--- src/logic/ttc_cfg.svh ---
// constants and register map of the temperature threshold compare
// What this block does
// - compare temperature integer part, bits 11 to 4, against low limit
// - low limit is 8-bit signed two's complement, -128 to 127 degrees
// - compare temperature integer part, bits 11 to 4, against high limit
// - high limit is 8-bit signed two's complement, -128 to 127 degrees
// - low limit always readable, writes ignored while write lock active
// - low event when signed temperature integer is below low limit
`ifndef TTC_CFG_SVH
`define TTC_CFG_SVH

// =====================================================================
// register offsets
`define TTC_LOW_LIMIT_OFS 8'h16
`define TTC_HIGH_LIMIT_OFS 8'h17
`define TTC_STATUS_OFS 8'h20
`define TTC_MASK_OFS 8'h21
`define TTC_CTRL_OFS 8'h22
`define TTC_TEMP_OFS 8'h23

// =====================================================================
// field positions
`define TTC_INT_MSB 11
`define TTC_INT_LSB 4
`define TTC_EVT_LOW 0
`define TTC_EVT_HIGH 1

// =====================================================================
// reset values
`define TTC_LIMIT_RST 8'h00
`define TTC_STATUS_RST 2'h0
`define TTC_MASK_RST 2'h0
`define TTC_CTRL_RST 2'h3
`define TTC_RDATA_RST 8'h00

`endif

--- src/logic/ttc_pkg.sv ---
// types shared by the temperature threshold compare modules
package ttc_pkg;

  // signed whole degrees
  typedef logic signed [7:0] ttc_degc_t;

  // two event lanes: low and high
  typedef logic [1:0] ttc_evt_t;

  // top-level state
  typedef struct packed {
    ttc_degc_t low_limit;
    ttc_degc_t high_limit;
    ttc_evt_t ctrl;
    logic [7:0] rdata;
  } ttc_top_s;

  // comparator state
  typedef struct packed {
    logic hit;
    logic rise;
  } ttc_cmp_s;

  // event status state
  typedef struct packed {
    ttc_evt_t status;
    ttc_evt_t mask;
    logic irq;
  } ttc_stat_s;

endpackage

--- src/logic/ttc_if.sv ---
// carriers between the top and its comparator and status modules
`timescale 1ns/1ps

// =====================================================================
// one limit comparator
interface ttc_cmp_if import ttc_pkg::*; ();
  ttc_degc_t temp_int;
  ttc_degc_t limit;
  logic enable;
  logic hit;
  logic rise;
  modport cmp (input temp_int, input limit, input enable,
               output hit, output rise);
  modport ctl (output temp_int, output limit, output enable,
               input hit, input rise);
endinterface

// =====================================================================
// sticky event status and mask
interface ttc_stat_if import ttc_pkg::*; ();
  ttc_evt_t set;
  logic wr_status;
  logic wr_mask;
  ttc_evt_t wdata;
  ttc_evt_t status;
  ttc_evt_t mask;
  logic irq;
  modport stat (input set, input wr_status, input wr_mask, input wdata,
                output status, output mask, output irq);
  modport ctl (output set, output wr_status, output wr_mask,
               output wdata, input status, input mask, input irq);
endinterface

--- src/logic/ttc_limit_cmp.sv ---
// signed limit comparator with crossing pulse
`timescale 1ns/1ps
`include "ttc_cfg.svh"

module ttc_limit_cmp import ttc_pkg::*; #(
  parameter bit ABOVE = 1'b0
) (
  // clock and reset
  input wire logic clk,
  input wire logic rst_b,
  // compare lane
  ttc_cmp_if.cmp lane
);

  ttc_cmp_s s;
  ttc_cmp_s n;

  // =====================================================================
  // compare
  always_comb begin
    n = s;
    if (ABOVE) begin
      n.hit = lane.enable && (lane.temp_int > lane.limit);
    end else begin
      n.hit = lane.enable && (lane.temp_int < lane.limit);
    end
    n.rise = n.hit && !s.hit;
  end

  always_ff @(posedge clk or negedge rst_b) begin
    if (!rst_b) begin
      s <= '{hit: 1'b0, rise: 1'b0};
    end else begin
      s <= n;
    end
  end

  assign lane.hit = s.hit;
  assign lane.rise = s.rise;

  rise_single_a: assert property (@(posedge clk) disable iff (!rst_b)
    s.rise |=> !s.rise)
    else $error("crossing pulse longer than one cycle");

endmodule

--- src/logic/ttc_evt_stat.sv ---
// sticky event status, mask and interrupt level
`timescale 1ns/1ps
`include "ttc_cfg.svh"

module ttc_evt_stat import ttc_pkg::*; (
  // clock and reset
  input wire logic clk,
  input wire logic rst_b,
  // status lane
  ttc_stat_if.stat st
);

  ttc_stat_s s;
  ttc_stat_s n;

  // =====================================================================
  // write one to clear, set wins
  always_comb begin
    n = s;
    if (st.wr_status) begin
      n.status = s.status & ~st.wdata;
    end
    n.status = n.status | st.set;
    if (st.wr_mask) begin
      n.mask = st.wdata;
    end
    n.irq = |(n.status & n.mask);
  end

  always_ff @(posedge clk or negedge rst_b) begin
    if (!rst_b) begin
      s <= '{status: `TTC_STATUS_RST, mask: `TTC_MASK_RST, irq: 1'b0};
    end else begin
      s <= n;
    end
  end

  assign st.status = s.status;
  assign st.mask = s.mask;
  assign st.irq = s.irq;

  set_wins_a: assert property (@(posedge clk) disable iff (!rst_b)
    st.set[`TTC_EVT_LOW] |=> s.status[`TTC_EVT_LOW])
    else $error("low event lost against a clear");

endmodule

--- src/logic/ttc_top.sv ---
// temperature threshold compare: limit registers, compare, events
`timescale 1ns/1ps
`include "ttc_cfg.svh"

module ttc_top import ttc_pkg::*; (
  // clock and reset
  input wire logic clk,
  input wire logic rst_b,
  // register port
  input wire logic [7:0] reg_addr,
  input wire logic [7:0] reg_wdata,
  input wire logic reg_wr,
  input wire logic reg_rd,
  output logic [7:0] reg_rdata,
  // temperature reading and write lock
  input wire logic [11:0] temp_value,
  input wire logic write_lock,
  // events
  output logic low_event,
  output logic high_event,
  output logic irq
);

  ttc_top_s s;
  ttc_top_s n;
  ttc_degc_t temp_int;

  ttc_cmp_if low_if ();
  ttc_cmp_if high_if ();
  ttc_stat_if stat_if ();

  // =====================================================================
  // temperature integer part
  assign temp_int = temp_value[`TTC_INT_MSB:`TTC_INT_LSB];

  // =====================================================================
  // comparators
  assign low_if.temp_int = temp_int;
  assign low_if.limit = s.low_limit;
  assign low_if.enable = s.ctrl[`TTC_EVT_LOW];

  assign high_if.temp_int = temp_int;
  assign high_if.limit = s.high_limit;
  assign high_if.enable = s.ctrl[`TTC_EVT_HIGH];

  ttc_limit_cmp #(
    .ABOVE(1'b0)
  ) u_low_cmp (
    .clk(clk),
    .rst_b(rst_b),
    .lane(low_if)
  );

  ttc_limit_cmp #(
    .ABOVE(1'b1)
  ) u_high_cmp (
    .clk(clk),
    .rst_b(rst_b),
    .lane(high_if)
  );

  // =====================================================================
  // event status
  assign stat_if.set = {high_if.rise, low_if.rise};
  assign stat_if.wr_status = reg_wr && (reg_addr == `TTC_STATUS_OFS);
  assign stat_if.wr_mask = reg_wr && (reg_addr == `TTC_MASK_OFS);
  assign stat_if.wdata = reg_wdata[1:0];

  ttc_evt_stat u_stat (
    .clk(clk),
    .rst_b(rst_b),
    .st(stat_if)
  );

  // =====================================================================
  // register writes and reads
  always_comb begin
    n = s;
    if (reg_wr) begin
      if (reg_addr == `TTC_LOW_LIMIT_OFS) begin
        if (!write_lock) begin
          n.low_limit = reg_wdata;
        end
      end else if (reg_addr == `TTC_HIGH_LIMIT_OFS) begin
        if (!write_lock) begin
          n.high_limit = reg_wdata;
        end
      end else if (reg_addr == `TTC_CTRL_OFS) begin
        n.ctrl = reg_wdata[1:0];
      end
    end
    n.rdata = `TTC_RDATA_RST;
    if (reg_rd) begin
      if (reg_addr == `TTC_LOW_LIMIT_OFS) begin
        n.rdata = s.low_limit;
      end else if (reg_addr == `TTC_HIGH_LIMIT_OFS) begin
        n.rdata = s.high_limit;
      end else if (reg_addr == `TTC_STATUS_OFS) begin
        n.rdata = {6'h00, stat_if.status};
      end else if (reg_addr == `TTC_MASK_OFS) begin
        n.rdata = {6'h00, stat_if.mask};
      end else if (reg_addr == `TTC_CTRL_OFS) begin
        n.rdata = {6'h00, s.ctrl};
      end else if (reg_addr == `TTC_TEMP_OFS) begin
        n.rdata = temp_int;
      end
    end
  end

  always_ff @(posedge clk or negedge rst_b) begin
    if (!rst_b) begin
      s <= '{low_limit: `TTC_LIMIT_RST, high_limit: `TTC_LIMIT_RST,
             ctrl: `TTC_CTRL_RST, rdata: `TTC_RDATA_RST};
    end else begin
      s <= n;
    end
  end

  // =====================================================================
  // outputs
  assign reg_rdata = s.rdata;
  assign low_event = low_if.rise;
  assign high_event = high_if.rise;
  assign irq = stat_if.irq;

  // =====================================================================
  // checks: comparison
  low_compare_a: assert property (
    @(posedge clk) disable iff (!rst_b)
    $past(rst_b) |->
      low_if.hit == ($past(s.ctrl[`TTC_EVT_LOW]) &&
      ($signed($past(temp_value[`TTC_INT_MSB:`TTC_INT_LSB])) <
       $signed($past(s.low_limit)))))
    else $error("low compare result wrong");

  high_compare_a: assert property (
    @(posedge clk) disable iff (!rst_b)
    $past(rst_b) |->
      high_if.hit == ($past(s.ctrl[`TTC_EVT_HIGH]) &&
      ($signed($past(temp_value[`TTC_INT_MSB:`TTC_INT_LSB])) >
       $signed($past(s.high_limit)))))
    else $error("high compare result wrong");

  // =====================================================================
  // checks: signed limit range, low limit store and high limit lock
  low_floor_a: assert property (
    @(posedge clk) disable iff (!rst_b)
    (s.low_limit == 8'h80) |=> !low_if.hit)
    else $error("reading below the -128 low limit");

  low_store_a: assert property (
    @(posedge clk) disable iff (!rst_b)
    (reg_wr && !write_lock && reg_addr == `TTC_LOW_LIMIT_OFS) |=>
      s.low_limit == $past(reg_wdata))
    else $error("low limit not stored");

  high_ceiling_a: assert property (
    @(posedge clk) disable iff (!rst_b)
    (s.high_limit == 8'h7F) |=> !high_if.hit)
    else $error("reading above the 127 high limit");

  high_lock_a: assert property (
    @(posedge clk) disable iff (!rst_b)
    (reg_wr && write_lock && reg_addr == `TTC_HIGH_LIMIT_OFS) |=>
      $stable(s.high_limit))
    else $error("locked high limit changed");

  // =====================================================================
  // checks: lock and readback
  low_lock_a: assert property (
    @(posedge clk) disable iff (!rst_b)
    (reg_wr && write_lock && reg_addr == `TTC_LOW_LIMIT_OFS) |=>
      $stable(s.low_limit))
    else $error("locked low limit changed");

  low_read_a: assert property (
    @(posedge clk) disable iff (!rst_b)
    (reg_rd && reg_addr == `TTC_LOW_LIMIT_OFS) |=>
      reg_rdata == $past(s.low_limit))
    else $error("low limit readback wrong");

  read_idle_a: assert property (@(posedge clk) disable iff (!rst_b)
    !reg_rd |=> reg_rdata == 8'h00)
    else $error("read data outside the read answer cycle");

  // =====================================================================
  // checks: events
  low_event_a: assert property (
    @(posedge clk) disable iff (!rst_b)
    low_event |-> low_if.hit && !$past(low_if.hit))
    else $error("low event without a fresh crossing");

  low_sticky_a: assert property (
    @(posedge clk) disable iff (!rst_b)
    low_event |=> stat_if.status[`TTC_EVT_LOW])
    else $error("low event not latched");

  high_event_a: assert property (
    @(posedge clk) disable iff (!rst_b)
    (high_if.hit && !$past(high_if.hit) && $past(rst_b)) |-> high_event)
    else $error("high crossing gave no event");

  high_signed_a: assert property (
    @(posedge clk) disable iff (!rst_b)
    ($signed(temp_int) == -8'sd128 && s.high_limit == 8'h00) |=>
      !high_if.hit)
    else $error("high compare treated reading as unsigned");

  irq_level_a: assert property (@(posedge clk) disable iff (!rst_b)
    (stat_if.status == 2'h0) |-> !irq)
    else $error("interrupt with no status bit set");

  irq_mask_a: assert property (@(posedge clk) disable iff (!rst_b)
    irq |-> |(stat_if.status & stat_if.mask))
    else $error("interrupt with every set bit masked");

  status_hold_a: assert property (@(posedge clk) disable iff (!rst_b)
    (stat_if.status[`TTC_EVT_LOW] &&
     !(reg_wr && reg_addr == `TTC_STATUS_OFS && reg_wdata[`TTC_EVT_LOW])) |=>
      stat_if.status[`TTC_EVT_LOW])
    else $error("low status bit lost without a clear");

  high_sticky_a: assert property (
    @(posedge clk) disable iff (!rst_b)
    high_event |=> stat_if.status[`TTC_EVT_HIGH])
    else $error("high event not latched");

  low_cross_a: assert property (
    @(posedge clk) disable iff (!rst_b)
    (low_if.hit && !$past(low_if.hit) && $past(rst_b)) |-> low_event)
    else $error("low crossing gave no event");

  high_fresh_a: assert property (
    @(posedge clk) disable iff (!rst_b)
    high_event |-> high_if.hit && !$past(high_if.hit))
    else $error("high event without a fresh crossing");

  low_off_a: assert property (
    @(posedge clk) disable iff (!rst_b)
    !s.ctrl[`TTC_EVT_LOW] |=> !low_if.hit)
    else $error("low compare active while disabled");

  high_off_a: assert property (
    @(posedge clk) disable iff (!rst_b)
    !s.ctrl[`TTC_EVT_HIGH] |=> !high_if.hit)
    else $error("high compare active while disabled");

  low_clear_a: assert property (
    @(posedge clk) disable iff (!rst_b)
    (reg_wr && reg_addr == `TTC_STATUS_OFS && reg_wdata[`TTC_EVT_LOW] &&
     !low_event) |=> !stat_if.status[`TTC_EVT_LOW])
    else $error("low status bit not cleared");

  high_clear_a: assert property (
    @(posedge clk) disable iff (!rst_b)
    (reg_wr && reg_addr == `TTC_STATUS_OFS && reg_wdata[`TTC_EVT_HIGH] &&
     !high_event) |=> !stat_if.status[`TTC_EVT_HIGH])
    else $error("high status bit not cleared");

  // =====================================================================
  // checks: register stores
  high_store_a: assert property (
    @(posedge clk) disable iff (!rst_b)
    (reg_wr && !write_lock && reg_addr == `TTC_HIGH_LIMIT_OFS) |=>
      s.high_limit == $past(reg_wdata))
    else $error("high limit not stored");

  low_keep_a: assert property (
    @(posedge clk) disable iff (!rst_b)
    !(reg_wr && reg_addr == `TTC_LOW_LIMIT_OFS) |=> $stable(s.low_limit))
    else $error("low limit changed without a write");

  high_keep_a: assert property (
    @(posedge clk) disable iff (!rst_b)
    !(reg_wr && reg_addr == `TTC_HIGH_LIMIT_OFS) |=> $stable(s.high_limit))
    else $error("high limit changed without a write");

  mask_store_a: assert property (@(posedge clk) disable iff (!rst_b)
    (reg_wr && reg_addr == `TTC_MASK_OFS) |=>
      stat_if.mask == $past(reg_wdata[1:0]))
    else $error("mask not stored");

  ctrl_store_a: assert property (@(posedge clk) disable iff (!rst_b)
    (reg_wr && reg_addr == `TTC_CTRL_OFS) |=>
      s.ctrl == $past(reg_wdata[1:0]))
    else $error("compare enables not stored");

  // =====================================================================
  // checks: readback of the other registers
  high_read_a: assert property (@(posedge clk) disable iff (!rst_b)
    (reg_rd && reg_addr == `TTC_HIGH_LIMIT_OFS) |=>
      reg_rdata == $past(s.high_limit))
    else $error("high limit readback wrong");

  status_read_a: assert property (@(posedge clk) disable iff (!rst_b)
    (reg_rd && reg_addr == `TTC_STATUS_OFS) |=>
      reg_rdata == {6'h00, $past(stat_if.status)})
    else $error("status readback wrong");

  ctrl_read_a: assert property (@(posedge clk) disable iff (!rst_b)
    (reg_rd && reg_addr == `TTC_CTRL_OFS) |=>
      reg_rdata == {6'h00, $past(s.ctrl)})
    else $error("compare enable readback wrong");

  temp_read_a: assert property (
    @(posedge clk) disable iff (!rst_b)
    (reg_rd && reg_addr == `TTC_TEMP_OFS) |=>
      reg_rdata == $past(temp_value[`TTC_INT_MSB:`TTC_INT_LSB]))
    else $error("temperature integer readback wrong");

  unmapped_read_a: assert property (@(posedge clk) disable iff (!rst_b)
    (reg_rd && reg_addr > `TTC_TEMP_OFS) |=> reg_rdata == 8'h00)
    else $error("unmapped read returned data");

endmodule

--- config.mk ---
export PLATFORM = sky130hd
export DESIGN_NAME = ttc_top
export DESIGN_NICKNAME = d
export VERILOG_FILES = /design/src/logic/ttc_pkg.sv /design/src/logic/ttc_if.sv /design/src/logic/ttc_limit_cmp.sv /design/src/logic/ttc_evt_stat.sv /design/src/logic/ttc_top.sv
export VERILOG_INCLUDE_DIRS = /design/src /design/src/logic
export SDC_FILE = /design/constraint.sdc
export NUM_CORES = 1
export LEC_CHECK = 0
export ABC_AREA = 1
export BUFFER_PORTS_ARGS = -buffer_cell sky130_fd_sc_hd__buf_4
export CAP_MARGIN = 20
export CORE_AREA = 2 2 72 74
export DETAILED_ROUTE_END_ITERATION = 6
export DIE_AREA = 0 0 74 76
export PLACE_DENSITY = 0.76
export SYNTH_ARGS = -nofsm -noshare
export SYNTH_HDL_FRONTEND = slang
export SYNTH_SLANG_ARGS = --single-unit
--- constraint.sdc ---
create_clock -name clk -period 1.6 [get_ports clk]
set_clock_uncertainty 0.1 [all_clocks]
set_input_delay 0.16 -clock clk [delete_from_list [all_inputs] [get_ports clk]]
set_output_delay 0.16 -clock clk [all_outputs]
set_load 0.05 [all_outputs]
# After elaboration in Yosys (flattened, before gate mapping)
# Index checks and enable logic that the tools add are counted.
# word_totals
input_bits	33
word_cells	47
out_inout_bits	11
regBits	35
# op_classes
n_bitwise	7
eq_ne	6
muxes	9
n_reduce_logical	12
order_cmp	2
# op_table
operator	count
8-bit two-way mux	7
8-bit by 6-bit equality test with 1-bit output (second input constant)	4
8-bit by 5-bit equality test with 1-bit output (second input constant)	2
8-bit greater-than comparator	1
8-bit less-than comparator	1
4-bit AND reduction	2
1-bit logical AND	6
2-bit AND	2
2-bit two-way mux	2
1-bit NOT	3
3-bit AND reduction	1
1-bit zero test	2
2-bit NOT	1
2-bit OR	1
2-bit OR reduction	1

# Logic depth before layout (Yosys ltp)
# depth
depth_word	8
ltp_mapped	12

# Hierarchy
# Synthesis repeated with hierarchy kept, for this count alone.
# hier_totals
cells_unflattened	283
hier_area_um2	2143.3
# by_module_without_submodules
mod	seq_area_each_um2	area_each_um2	cells_each	n_inst
ttc_top	653.1	1358.8	175	1
ttc_limit_cmp (u_high_cmp)	50.0	307.8	45	1
ttc_limit_cmp (u_low_cmp)	50.0	279.0	40	1
ttc_evt_stat	125.1	197.7	23	1

# Least setup slack after synthesis
# Ideal clock, no wire load.
# synth_path
path_kind	register to register
start	register s, in the netlist low_if.limit[7]
end	register u_low_cmp.s, in the netlist u_low_cmp.lane.rise
setup_slack_ns	0.227
setup_time_ns	0.116
stages_incl_launch_ff	8
required_time_ns	1.384
n_path_buf	0
t_arrival_ns	1.157
path_cell_list	dfrtp_1 inv_1 ha_1 a21oi_1 o21a_1 nand3_1 nand3_1 nor2_1
# synth_lines
element	line_no	rtl
start, declared	ttc_top.sv:24	ttc_top_s s;
start signal, assigned	ttc_top.sv:112	s <= '{low_limit: `TTC_LIMIT_RST, high_limit: `TTC_LIMIT_RST,
start signal, assigned	ttc_top.sv:115	s <= n;
end signal, assigned	ttc_limit_cmp.sv:32	s <= '{hit: 1'b0, rise: 1'b0};
end signal, assigned	ttc_limit_cmp.sv:34	s <= n;
end, declared	ttc_limit_cmp.sv:15	ttc_cmp_s s;

==> metrics.txt <==
Detailed Route WL 4460 um; M1 wire length 1890 um; Setup-failing EPs final 0; Hold WS 0.0115 ns; type of origin of the critical path register; fin crit period 1.51 ns; Hold Path End u_stat.st.mask[1]; CP arrival 1.63 ns; initial DRC count 71; min-delay worst type primary input to register; hold wc startpoint reg_wdata[1]; Slew @ Worst Pin 0.432 ns; maximum VDD drop 0.320 mV; ANT nets after route 0; Final Hold Viols 0; flop2flop setup slack 0.09 ns; register clock-pin slew on the reported worst setup and hold paths 0.07 ns; Worst EP required 1.71 ns; register area share after synthesis 41.5%; sequential share of power 48.5%; total track usage 16.5%; crit path kind register to register; R2R Path End u_high_cmp.lane.rise; switching share of total power 25.5%; # IOs 44; H-tree depth 2; Synth Register Bits 35; Final Max Slew Viols 0; global-route wire length before repair 7200 um; initial antenna violation count 0; DIE AREA 5620 um2; RR Startpoint high_if.limit[1]; simple logic cell fraction of the synthesized area 29.5%; Post-Syn Nets 302; TritonRoute pass-1 iters 4; Vias 1,799; Placer Congestion 0.806; Fin Setup TNS 0 ns; DRC violation count after routing 0; vias in the first global route 1,647; Ant. Diodes 0; post-synthesis compound-gate area fraction 11.5%; CTS tree done; clock sink count 35; Buffers on Ports 39; Fmax achieved 0.662 GHz; CTS Buf Count 5; hpwl dp 3320 um; clock power share 36.6%; Layout area overhead 26.1%; Final period util 94.4%; Rel. slew slack 71.2%; status finished, final reports clean; starting density of the core 43.1%; Design Power 1920 uW; crit path max fanout 2; Area after DPL 2500 um2; top sig layer met4; CTS max path bufs 2; drt via density 4.80; post-synthesis cell count 254; Design Area, Final 2670 um2; Final Util 54.3%; syn_area_per_cell 8.33 um2; max_cap viols 0; static leakage 0.00134 uW; largest net degree at the start of global routing 36; number of distinct library cells after synthesis 27; core area 4910 um2; share of cells above drive strength 1 31.8%; RSZ-0062 raised after global routing true; Nets 352; Psw 489 uW; hold depth 3; CP endpoint kind register; commonest non-fill, non-tap cell in the layout nand2_1; GRT overflow 0; Post-Synth Adder-Cell Area 8.87%; Reg2Reg Depth 12; Yosys Warn Count 0; xor and xnor fraction of the mapped netlist area 0%; WL met3 242 um; Comb power frac 14.9%; Int Pwr 1430 uW; overall die height 76 um; largest family of logic cells by synthesized area simple AND/OR/NAND/NOR gates; worst skew pair latency 0.28 ns; Post-synth EDFFs 0; Root Buffer clkbuf_8; Routed met2 length 2230 um; Die Width 74 um; wire length per cell 11.9 um; Post-synth ARST share 100%; most frequent cells in the layout nand2_1, buf_4, inv_1; synthesized cell area 2120 um2; multiplexer share of the synthesized area 0%; pwr/cell area 718 nW/um2; # rows 26; Top FF cell, synth dfrtp_1
-- cell type report --
type | count | area, um2
multi-input cells | 174 | 1100
clock buffers | 8 | 100
repair buffers | 45 | 340
inverters | 43 | 161
well taps | 70 | 87.6
flip-flops and latches | 35 | 878
fillers | 461 | 2240
-- power by group through the flow --
stage | Sequential (uW) | Combinational (uW) | Clock (uW)
2_1_floorplan | 958 | 132 | 0
6_report | 930 | 285 | 702
4_1_cts | 929 | 274 | 711
3_5_place_dp | 946 | 270 | 0
3_3_place_gp | 946 | 262 | 0
5_1_grt | 932 | 319 | 763
-- sequential cells by signal, indices dropped and copies added, names as in the netlist, 2 cells and up --
register / flops
u_stat.st.mask: 2
reg_rdata: 8
low_if.limit: 8
high_if.limit: 8
u_stat.st.status: 2
-- worst max-delay path, stage by stage, from the launching register on --
cell      delay (ns)
dfrtp_1         0.36
inv_2           0.06
ha_4            0.26
inv_2           0.03
o21bai_1        0.14
nand2_1         0.07
nand2_1         0.07
nand2_1         0.05
nand2_1         0.05
nand2_1         0.04
nand2_1         0.06
nand2_2         0.06
nor2_1          0.08
-- metrics by stage --
step	instances	setup WS, ns
after floorplan	254	0.227
after global placement	364	0.135
after detailed placement	364	0.0833
after CTS	373	0.0449
after global routing	375	-0.0454
final	375	0.0898
-- per-layer routing --
| metal | vias to the layer above | global-route usage (%) |
|---|---|---|
| li1 | 901 | - |
| met1 | 837 | 20.8 |
| met4 | 0 | 5.64 |
| met5 | - | 0 |
| met2 | 49 | 27.1 |
| met3 | 12 | 4.10 |
-- synth_stat cells, types with 2 or more instances --
master / n / area share (%)
nand2_1: 81 / 14
inv_1: 43 / 7.6
dfrtp_1: 33 / 39
o21ai_2: 16 / 6.6
ha_1: 15 / 8.9
nor2_1: 11 / 2.0
nand3_1: 9 / 2.1
a21oi_1: 6 / 1.4
a31oi_1: 6 / 1.8
nand2_2: 5 / 1.5
o21ai_1: 4 / 0.95
nand3_2: 3 / 1.4
nor2_4: 3 / 1.6
nor3_4: 3 / 2.3
buf_6: 2 / 1.1
dfstp_2: 2 / 2.5
nor2_2: 2 / 0.59
-- logic make-up (layout without fill, tap and decap cells) --
kind of cell / after synthesis / after routing
AO/OA/AOI/OAI: 34 / 34
adder cells (fa/ha/maj): 15 / 15
buffers and inverters: 45 / 96
flip-flops: 35 / 35
AND/OR/NAND/NOR: 125 / 125
-- what timing repair did --
action                                  in CTS  in global routing
endpoints found under the setup margin       0                  3
hold buffers                                 1                  0
setup buffers                                0                  2
gates resized for setup                      0                  8
hold endpoints to repair                    33                  0
-- how the worst max path moves through the flow --
stage                           startpoint                   end  slack (ns)  depth (start not counted)
after floorplan            low_if.limit[7]   u_low_cmp.lane.rise        0.23                          7
final                     high_if.limit[1]  u_high_cmp.lane.rise        0.09                         12
after CTS                 high_if.limit[5]   u_high_cmp.lane.hit        0.04                          9
after global routing      high_if.limit[1]  u_high_cmp.lane.rise       -0.05                         12
after detailed placement  high_if.limit[1]  u_high_cmp.lane.rise        0.08                         12
after global placement         reg_addr[3]          reg_rdata[7]        0.14                          5
(Power assumes the default switching activity.)
